[config.mk]
export PLATFORM = sky130hd
export DESIGN_NAME = scb_smbus_config
export DESIGN_NICKNAME = d
export VERILOG_FILES = /design/src/include/scb_pkg.sv /design/src/core/scb_smbus_config.sv
export SDC_FILE = /design/constraint.sdc
export NUM_CORES = 1
export LEC_CHECK = 0
export ABC_AREA = 1
export BUFFER_PORTS_ARGS = -buffer_cell sky130_fd_sc_hd__buf_2
export CAP_MARGIN = 20
export CORE_MARGIN = 4
export CORE_UTILIZATION = 35
export DETAILED_ROUTE_END_ITERATION = 10
export SKIP_LAST_GASP = 1
export SLEW_MARGIN = 20
export SYNTH_ARGS = -nofsm -noshare
export SYNTH_HDL_FRONTEND = slang
export SYNTH_SLANG_ARGS = --single-unit
[constraint.sdc]
create_clock -name clk -period 4.6 [get_ports clk]
set_input_delay 1.38 -clock clk [delete_from_list [all_inputs] [get_ports clk]]
set_output_delay 1.38 -clock clk [all_outputs]
set_load 0.1 [all_outputs]
[src/include/scb_pkg.sv]
// Contract
// - Block write and block read framing honored.
// - Stop after any byte keeps completed bytes.
// - Answer only address 1101 plus strap bits.
// - Byte 0 per-output enables, reset one.
// - Byte 1 bits 7:6 read strap mode.
// - Byte 1 bit 5 selects mode source.
// - Software mode bits act only when selected.
// - Byte 2 per-output edge rate, reset one.
// - Byte 3 bit 5 enables software frequency.
// - Frequency field acts only when enabled.
// - Byte 3 bit 0 feedback edge rate.
// - Byte 5 read-only revision and vendor.
package scb_pkg;
  localparam logic [3:0] SCB_ADDR_HI = 4'hD;
  localparam logic [7:0] SCB_IDX_OE = 8'h00;
  localparam logic [7:0] SCB_IDX_PLL = 8'h01;
  localparam logic [7:0] SCB_IDX_SLEW = 8'h02;
  localparam logic [7:0] SCB_IDX_FREQ = 8'h03;
  localparam logic [7:0] SCB_IDX_RSVD4 = 8'h04;
  localparam logic [7:0] SCB_IDX_ID = 8'h05;
  localparam logic [7:0] SCB_NUM_BYTES = 8'h06;
  // Writable bits per byte; everything else is fixed
  localparam logic [7:0] SCB_MASK_OE = 8'h5A;
  localparam logic [7:0] SCB_MASK_PLL = 8'h3B;
  localparam logic [7:0] SCB_MASK_SLEW = 8'h5A;
  localparam logic [7:0] SCB_MASK_FREQ = 8'h39;
  localparam logic [7:0] SCB_RST_OE = 8'h5A;
  localparam logic [7:0] SCB_RST_PLL = 8'h06;
  localparam logic [7:0] SCB_RST_SLEW = 8'hFF;
  localparam logic [7:0] SCB_RST_FREQ = 8'hC7;
  localparam logic [7:0] SCB_RST_RSVD4 = 8'hFF;
  localparam int SCB_POS_PLL_SW_SEL = 5;
  localparam int SCB_POS_FREQ_EN = 5;
  // Per-output bit positions, shared by the enable and edge-rate bytes
  localparam int SCB_POS_Q3 = 6;
  localparam int SCB_POS_Q2 = 4;
  localparam int SCB_POS_Q1 = 3;
  localparam int SCB_POS_Q0 = 1;
  localparam int SCB_POS_PLL_SW_LO = 3;
  localparam int SCB_POS_SWING_LO = 0;
  localparam int SCB_POS_FREQ_SEL_LO = 3;
  localparam int SCB_POS_FB_EDGE = 0;
  localparam logic [3:0] SCB_BYTE_BITS = 4'h8;
  // Identity codes: arbitrary neutral values
  localparam logic [3:0] SCB_REVISION_CODE = 4'h1;
  localparam logic [3:0] SCB_VENDOR_CODE = 4'h5;
  typedef enum logic [2:0] {
    SCB_IDLE = 3'b000,
    SCB_ADDR = 3'b001,
    SCB_RX = 3'b010,
    SCB_TX = 3'b011,
    SCB_ACK = 3'b100,
    SCB_RACK = 3'b101,
    SCB_SKIP = 3'b110
  } scb_state_t;
endpackage

[src/core/scb_smbus_config.sv]
`timescale 1ns/100ps
module scb_smbus_config (
  // Clock and reset
  input wire logic clk,
  input wire logic rst,
  // SMBus pins
  input wire logic scl,
  input wire logic sda_in,
  output logic sda_out,
  output logic sda_oe,
  // Power-up straps
  input wire logic [2:0] slave_addr_strap,
  input wire logic [1:0] loop_bandwidth_strap,
  // Controls to the clock core
  output logic [3:0] out_enable,
  output logic [1:0] pll_mode,
  output logic [1:0] swing_sel,
  output logic [3:0] out_edge_fast,
  output logic rate_sw_enable,
  output logic [1:0] rate_select,
  output logic feedback_edge_fast
);
  import scb_pkg::*;

  logic [1:0] scl_s, sda_s;
  logic scl_q, sda_q;
  logic strap_done;
  logic [2:0] addr_lo;
  logic [1:0] pll_strap;
  logic [2:0] addr_strap_s0, addr_strap_s1;
  logic [1:0] bw_strap_s0, bw_strap_s1;
  logic [7:0] output_enable_ctrl, pll_mode_amplitude_ctrl, output_slew_ctrl;
  logic [7:0] frequency_select_ctrl;
  scb_state_t state;
  logic [7:0] shift;
  logic [3:0] bitcnt;
  logic [1:0] phase;
  logic is_read;
  logic [7:0] index, count;
  logic wr_en;
  logic [7:0] wr_idx, wr_data;
  logic [7:0] rd_byte;
  logic scl_rise, scl_fall, start_c, stop_c;

  // Two-stage synchronisers, edges seen on second stage only
  always_ff @(posedge clk) begin
    if (rst) begin
      scl_s <= 2'b11;
      sda_s <= 2'b11;
      scl_q <= 1'b1;
      sda_q <= 1'b1;
    end else begin
      scl_s <= {scl_s[0], scl};
      sda_s <= {sda_s[0], sda_in};
      scl_q <= scl_s[1];
      sda_q <= sda_s[1];
    end
  end
  assign scl_rise = scl_s[1] && !scl_q;
  assign scl_fall = !scl_s[1] && scl_q;
  assign start_c = scl_s[1] && scl_q && sda_q && !sda_s[1];
  assign stop_c = scl_s[1] && scl_q && !sda_q && sda_s[1];

  // Straps are pins too; two stages before the capture below
  always_ff @(posedge clk) begin
    addr_strap_s0 <= slave_addr_strap;
    addr_strap_s1 <= addr_strap_s0;
    bw_strap_s0 <= loop_bandwidth_strap;
    bw_strap_s1 <= bw_strap_s0;
  end

  // Straps caught once after reset release
  always_ff @(posedge clk) begin
    if (rst) begin
      strap_done <= 1'b0;
      addr_lo <= 3'h0;
      pll_strap <= 2'h0;
    end else if (!strap_done) begin
      strap_done <= 1'b1;
      addr_lo <= addr_strap_s1;
      pll_strap <= bw_strap_s1;
    end
  end

  // Read data multiplexer
  always_comb begin
    if (index == SCB_IDX_OE) begin
      rd_byte = output_enable_ctrl;
    end else if (index == SCB_IDX_PLL) begin
      rd_byte = {pll_strap, pll_mode_amplitude_ctrl[5:0]};
    end else if (index == SCB_IDX_SLEW) begin
      rd_byte = output_slew_ctrl;
    end else if (index == SCB_IDX_FREQ) begin
      rd_byte = frequency_select_ctrl;
    end else if (index == SCB_IDX_RSVD4) begin
      rd_byte = SCB_RST_RSVD4;
    end else if (index == SCB_IDX_ID) begin
      rd_byte = {SCB_REVISION_CODE, SCB_VENDOR_CODE};
    end else begin
      rd_byte = 8'h00;
    end
  end

  // Protocol engine; phase: 0 index, 1 count, 2 data
  always_ff @(posedge clk) begin
    if (rst) begin
      state <= SCB_IDLE;
      shift <= 8'h00;
      bitcnt <= 4'h0;
      phase <= 2'h0;
      is_read <= 1'b0;
      index <= 8'h00;
      count <= 8'h00;
      sda_out <= 1'b0;
      sda_oe <= 1'b0;
      wr_en <= 1'b0;
      wr_idx <= 8'h00;
      wr_data <= 8'h00;
    end else begin
      wr_en <= 1'b0;
      if (stop_c) begin
        state <= SCB_IDLE;
        sda_oe <= 1'b0;
      end else if (start_c) begin
        state <= SCB_ADDR;
        bitcnt <= 4'h0;
        sda_oe <= 1'b0;
      end else begin
        case (state)
          SCB_ADDR, SCB_RX: begin
            if (scl_rise) begin
              shift <= {shift[6:0], sda_s[1]};
              bitcnt <= bitcnt + 4'h1;
            end else if (scl_fall && bitcnt == SCB_BYTE_BITS) begin
              bitcnt <= 4'h0;
              if (state == SCB_ADDR) begin
                if (shift[7:1] == {SCB_ADDR_HI, addr_lo}) begin
                  is_read <= shift[0];
                  sda_oe <= 1'b1;
                  state <= SCB_ACK;
                  if (!shift[0]) begin
                    phase <= 2'h0;
                  end
                end else begin
                  state <= SCB_SKIP;
                end
              end else begin
                sda_oe <= 1'b1;
                state <= SCB_ACK;
                if (phase == 2'h0) begin
                  index <= shift;
                  phase <= 2'h1;
                end else if (phase == 2'h1) begin
                  count <= shift;
                  phase <= 2'h2;
                end else if (count != 8'h00) begin
                  wr_en <= 1'b1;
                  wr_idx <= index;
                  wr_data <= shift;
                  index <= index + 8'h01;
                  count <= count - 8'h01;
                end
              end
            end
          end
          SCB_ACK: begin
            if (scl_fall) begin
              if (is_read) begin
                // Count byte goes first, then data from index
                shift <= (phase == 2'h1) ? SCB_NUM_BYTES - index : rd_byte;
                sda_out <= 1'b0;
                sda_oe <= ((phase == 2'h1) ? SCB_NUM_BYTES - index : rd_byte) >= 8'h80
                          ? 1'b0 : 1'b1;
                bitcnt <= 4'h1;
                state <= SCB_TX;
              end else begin
                sda_oe <= 1'b0;
                state <= SCB_RX;
              end
            end
          end
          SCB_TX: begin
            if (scl_fall) begin
              if (bitcnt == SCB_BYTE_BITS) begin
                sda_oe <= 1'b0;
                state <= SCB_RACK;
                if (phase == 2'h1) begin
                  phase <= 2'h2;
                end else begin
                  index <= index + 8'h01;
                end
              end else begin
                sda_oe <= !shift[3'h7 - bitcnt[2:0]];
                bitcnt <= bitcnt + 4'h1;
              end
            end
          end
          SCB_RACK: begin
            if (scl_rise) begin
              if (sda_s[1]) begin
                state <= SCB_SKIP;
              end else begin
                state <= SCB_ACK;
              end
            end
          end
          default: begin
            sda_oe <= 1'b0;
          end
        endcase
      end
    end
  end

  // Register writes; reserved bits never take write data
  always_ff @(posedge clk) begin
    if (rst) begin
      output_enable_ctrl <= SCB_RST_OE;
    end else if (wr_en && wr_idx == SCB_IDX_OE) begin
      output_enable_ctrl <= (wr_data & SCB_MASK_OE) | (SCB_RST_OE & ~SCB_MASK_OE);
    end
  end

  always_ff @(posedge clk) begin
    if (rst) begin
      pll_mode_amplitude_ctrl <= SCB_RST_PLL;
    end else if (wr_en && wr_idx == SCB_IDX_PLL) begin
      pll_mode_amplitude_ctrl <= (wr_data & SCB_MASK_PLL) | (SCB_RST_PLL & ~SCB_MASK_PLL);
    end
  end

  always_ff @(posedge clk) begin
    if (rst) begin
      output_slew_ctrl <= SCB_RST_SLEW;
    end else if (wr_en && wr_idx == SCB_IDX_SLEW) begin
      output_slew_ctrl <= (wr_data & SCB_MASK_SLEW) | (SCB_RST_SLEW & ~SCB_MASK_SLEW);
    end
  end

  always_ff @(posedge clk) begin
    if (rst) begin
      frequency_select_ctrl <= SCB_RST_FREQ;
    end else if (wr_en && wr_idx == SCB_IDX_FREQ) begin
      frequency_select_ctrl <= (wr_data & SCB_MASK_FREQ) | (SCB_RST_FREQ & ~SCB_MASK_FREQ);
    end
  end

  // Output enables; a 0 overrides the pin and forces the stop state
  always_ff @(posedge clk) begin
    if (rst) begin
      out_enable <= {SCB_RST_OE[SCB_POS_Q3], SCB_RST_OE[SCB_POS_Q2],
                     SCB_RST_OE[SCB_POS_Q1], SCB_RST_OE[SCB_POS_Q0]};
    end else begin
      out_enable <= {output_enable_ctrl[SCB_POS_Q3], output_enable_ctrl[SCB_POS_Q2],
                     output_enable_ctrl[SCB_POS_Q1], output_enable_ctrl[SCB_POS_Q0]};
    end
  end

  // Effective PLL mode; the software field is ignored until selected
  always_ff @(posedge clk) begin
    if (rst) begin
      pll_mode <= 2'h0;
    end else if (pll_mode_amplitude_ctrl[SCB_POS_PLL_SW_SEL]) begin
      pll_mode <= pll_mode_amplitude_ctrl[SCB_POS_PLL_SW_LO +: 2];
    end else begin
      pll_mode <= pll_strap;
    end
  end

  // Output amplitude code
  always_ff @(posedge clk) begin
    if (rst) begin
      swing_sel <= SCB_RST_PLL[SCB_POS_SWING_LO +: 2];
    end else begin
      swing_sel <= pll_mode_amplitude_ctrl[SCB_POS_SWING_LO +: 2];
    end
  end

  // Per-output edge rate, 1 is fast
  always_ff @(posedge clk) begin
    if (rst) begin
      out_edge_fast <= {SCB_RST_SLEW[SCB_POS_Q3], SCB_RST_SLEW[SCB_POS_Q2],
                        SCB_RST_SLEW[SCB_POS_Q1], SCB_RST_SLEW[SCB_POS_Q0]};
    end else begin
      out_edge_fast <= {output_slew_ctrl[SCB_POS_Q3], output_slew_ctrl[SCB_POS_Q2],
                        output_slew_ctrl[SCB_POS_Q1], output_slew_ctrl[SCB_POS_Q0]};
    end
  end

  // Software frequency selection; the field shows 00 while disabled
  always_ff @(posedge clk) begin
    if (rst) begin
      rate_sw_enable <= SCB_RST_FREQ[SCB_POS_FREQ_EN];
      rate_select <= 2'h0;
    end else begin
      rate_sw_enable <= frequency_select_ctrl[SCB_POS_FREQ_EN];
      if (frequency_select_ctrl[SCB_POS_FREQ_EN]) begin
        rate_select <= frequency_select_ctrl[SCB_POS_FREQ_SEL_LO +: 2];
      end else begin
        rate_select <= 2'h0;
      end
    end
  end

  // Feedback edge rate, 1 is fast
  always_ff @(posedge clk) begin
    if (rst) begin
      feedback_edge_fast <= SCB_RST_FREQ[SCB_POS_FB_EDGE];
    end else begin
      feedback_edge_fast <= frequency_select_ctrl[SCB_POS_FB_EDGE];
    end
  end
endmodule

==> impl_metrics.toml <==
[floorplanning]
fp.coreArea_sq_mm = 0.0145
effective_utilization_at_floorplan = 0.359
placement_rows = 44
die-area_sq_mm = 0.0169
die-width_microns = 130
die_height_microns = 130
boundaryPins = 27

[layout]
area_taken_by_multi_input_logic_gates_sq_mm = 0.00262
fin_util = 0.392
final-seq-area_sq_mm = 0.00210
flow.area_growth_from_synthesis_pct = 9.24
drive_gt1_frac = 0.165
antennaDiodeCount = 0
fillCellCount = 1526
finish.net_count = 725

[power_and_ir_drop]
total_leakage_power_uw = 0.00243
power.ir.vdd_worst_uv = 161
cellPowerDensity_mw_per_mm2 = 488

[sta]
hold_ws_ns = 0.331
final_hold_viol_count = 0
final.period_utilization = 0.544
slew_at_the_pin_with_the_worst_max_slew_slack_ns = 0.678
slew-limit-headroom = 0.548
drv_slew = 0
grt_setup_unrepaired = "no"
final_period_minus_worst_setup_slack_ns = 2.50
finalSetupTns_ns = 0
setup-violations-final = 0
fin_worst_skew_ns = 0.00728
fmax_ghz = 0.400

[grt]
antenna_found_initial = 0
first_pass_grt_wire_length_microns = 19900
global_route.usage.total = 0.146
first_global_vias = 3845
maximum_number_of_pins_on_one_net_before_global_route_repair = 38
globalRoute.totalOverflow = 0

[clock_network]
cts_inserted_buffers = 9
ctsHoldBuffers = 0
tritoncts = "done"
post-cts-setup-buffers = 0
clk-insertion-delay-late_ns = 0.35
cts.root.buffer_cell = "clkbuf_16"
cts.htree.levels = 3
clkTransAtPathRegs_ns = 0.08
cts.sinks = 105
cts-resized-gates = 0
clock_tree.buffer_depth = 2

[setup_path]
worst_ep_required_time_ns = 3.22
worstPathBufferInverterCount = 1
crit_path_cell_trace = "buf_2"
worstSetupStartpointType = "flip-flop"
cpLargestDelayFamily = "buffers and inverters"
worstSetupPathType = "reg2out"
critical-path-slowest-cell = "buf_2"
critPathMaxFanout = 2
worst_setup_path_end_kind = "primary output"
critical_path.max_stage_delay_ns = 0.43
worst-endpoint-arrival_ns = 1.12

[yosys]
primary_flip_flop_cell_chosen_by_synthesis_mapping = "dfxtp_1"
synth-edff-count = 0
flop_and_latch_count_out_of_synthesis = 105
syn_area_sq_mm = 0.00521
async_s_r_ff_share_synth = 0
synthCells = 689
post-synth-top-area-fraction = 0.403
mappedNetlistNets = 710
yosysSeqAreaShare = 0.403
post-synth-top-area-cell = "dfxtp_1"
synth_area_per_cell_sq_um = 7.56
yosysUniqueCellTypes = 44
number_of_warnings_issued_by_yosys = 0
synth_top_cells_by_area = "dfxtp_1 (40%), nand2_1 (8.9%), o21ai_0 (5.9%)"

[hold_path]
worst_hold_path_type = "reg2reg"

[placed_design]
io_buffer_count = 25
gp_routability_congestion = 0.853
hpwl_after_detailed_placement_microns = 8690

[drt]
route.final.wire_length_microns = 11900
viasPerCell = 4.83
detailroute.via_count = 4313
drt_pass1_iterations = 4
dr.first_iter.drc_count = 337
post-route-drc-count = 0
wl_per_cell_microns = 13.3
route.antenna.remaining_nets = 0

[run_status]
status = "completed"

[run]
drv_cap = 0
## metal layers
metal  global-route usage  routed length, microns  vias up
met5                    0                       0        -
met4               0.0568                     242        0
met3               0.0188                     362       15
met2                0.235                    5470       69
met1                0.199                    5800     1948
li1                     -                       -     2281
## flip-flops by register name, summed over array words and instances (netlist names), 3 cells and up
signal / count
addr_lo: 3
addr_strap_s0: 3
addr_strap_s1: 3
bitcnt: 4
count: 8
frequency_select_ctrl: 4
index: 8
out_edge_fast: 4
out_enable: 4
output_enable_ctrl: 4
output_slew_ctrl: 4
pll_mode_amplitude_ctrl: 5
shift: 8
state: 3
wr_data: 6
wr_idx: 8
## stage by stage
stage | worst slack [ns] | power [uW] | cell area [sq um] | std cells
floorplan | 2.30 | 1860 | 5210 | 689
global placement | 1.97 | 2050 | 5410 | 877
detailed placement | 1.96 | 2050 | 5410 | 877
CTS | 2.08 | 2800 | 5690 | 893
global route | 1.93 | 2990 | 5690 | 893
finish | 2.10 | 2780 | 5690 | 893
## kinds of logic (layout without fill, tap and decap cells)
| logic type | count (synthesis) | in the layout | share of synthesized area |
|---|---|---|---|
| adder cells (fa/ha/maj) | 12 | 12 | 0.0288 |
| buffers and inverters | 106 | 126 | 0.0939 |
| AO/OA/AOI/OAI | 178 | 178 | 0.200 |
| AND/OR/NAND/NOR | 277 | 277 | 0.257 |
| flip-flops | 105 | 105 | 0.403 |
| other | 1 | 1 | 0.000720 |
| XOR/XNOR | 10 | 10 | 0.0168 |
## cells in the final DEF, fill, tap and decap left out, types with 3 or more instances in the layout
master,instances
nor2_1,68
a21oi_2,15
nand3_2,3
and3_1,3
buf_4,3
nor3_4,3
nand3_1,21
a21oi_1,57
clkbuf_16,9
nor3_2,6
o21ai_0,61
o21ai_1,16
o211ai_1,13
xor2_1,9
nand4_1,4
inv_1,75
a211oi_2,4
dfxtp_1,105
nand2_2,9
or2_2,14
inv_2,6
a211oi_1,4
nor3_1,8
buf_2,25
ha_1,12
nand2_1,123
nor2_4,6
nor2_2,4
## area by class of cell
| cell class | count | area share |
|---|---|---|
| Multi-Input combinational cell | 478 | 0.460 |
| Sequential cell | 105 | 0.369 |
| Clock buffer | 9 | 0.0396 |
| Inverter | 82 | 0.0541 |
| Tap cell | 184 | 0.0404 |
| Clock inverter | 7 | 0.0105 |
| Timing Repair Buffer | 28 | 0.0259 |
## worst paths after layout
check | startpoint | end | slack [ns] | depth (start not counted)
worst min register to register | addr_strap_s0[0]$_DFF_P_ | addr_strap_s1[0]$_DFF_P_ | 0.33 | 0
worst max register to register | phase[1]$_SDFFE_PP0P_ | count[3]$_SDFFE_PP0P_ | 2.23 | 7
worst min-delay path | addr_strap_s0[0]$_DFF_P_ | addr_strap_s1[0]$_DFF_P_ | 0.33 | 0
worst max-delay path | sda_oe$_SDFFE_PP0P_ | sda_oe | 2.10 | 1
## cell usage after synthesis (all sizes together), types with 3 or more instances
cell / number
nand4: 6
inv: 81
o211ai: 13
a211oi: 8
or2: 14
nand2: 132
xor2: 9
buf: 13
dfxtp: 105
clkbuf: 11
nor3: 17
o21ai: 77
a21oi: 72
nor2: 78
ha: 12
and3: 3
nand3: 25
## report_power, final
group	switching [uW]	internal [uW]	leakage, uW
Sequential	93.0	974	0.000855
Clock	366	378	0.000136
Combinational	669	299	0.00143
Total	1130	1650	0.00243
(Power assumes the default switching activity.)
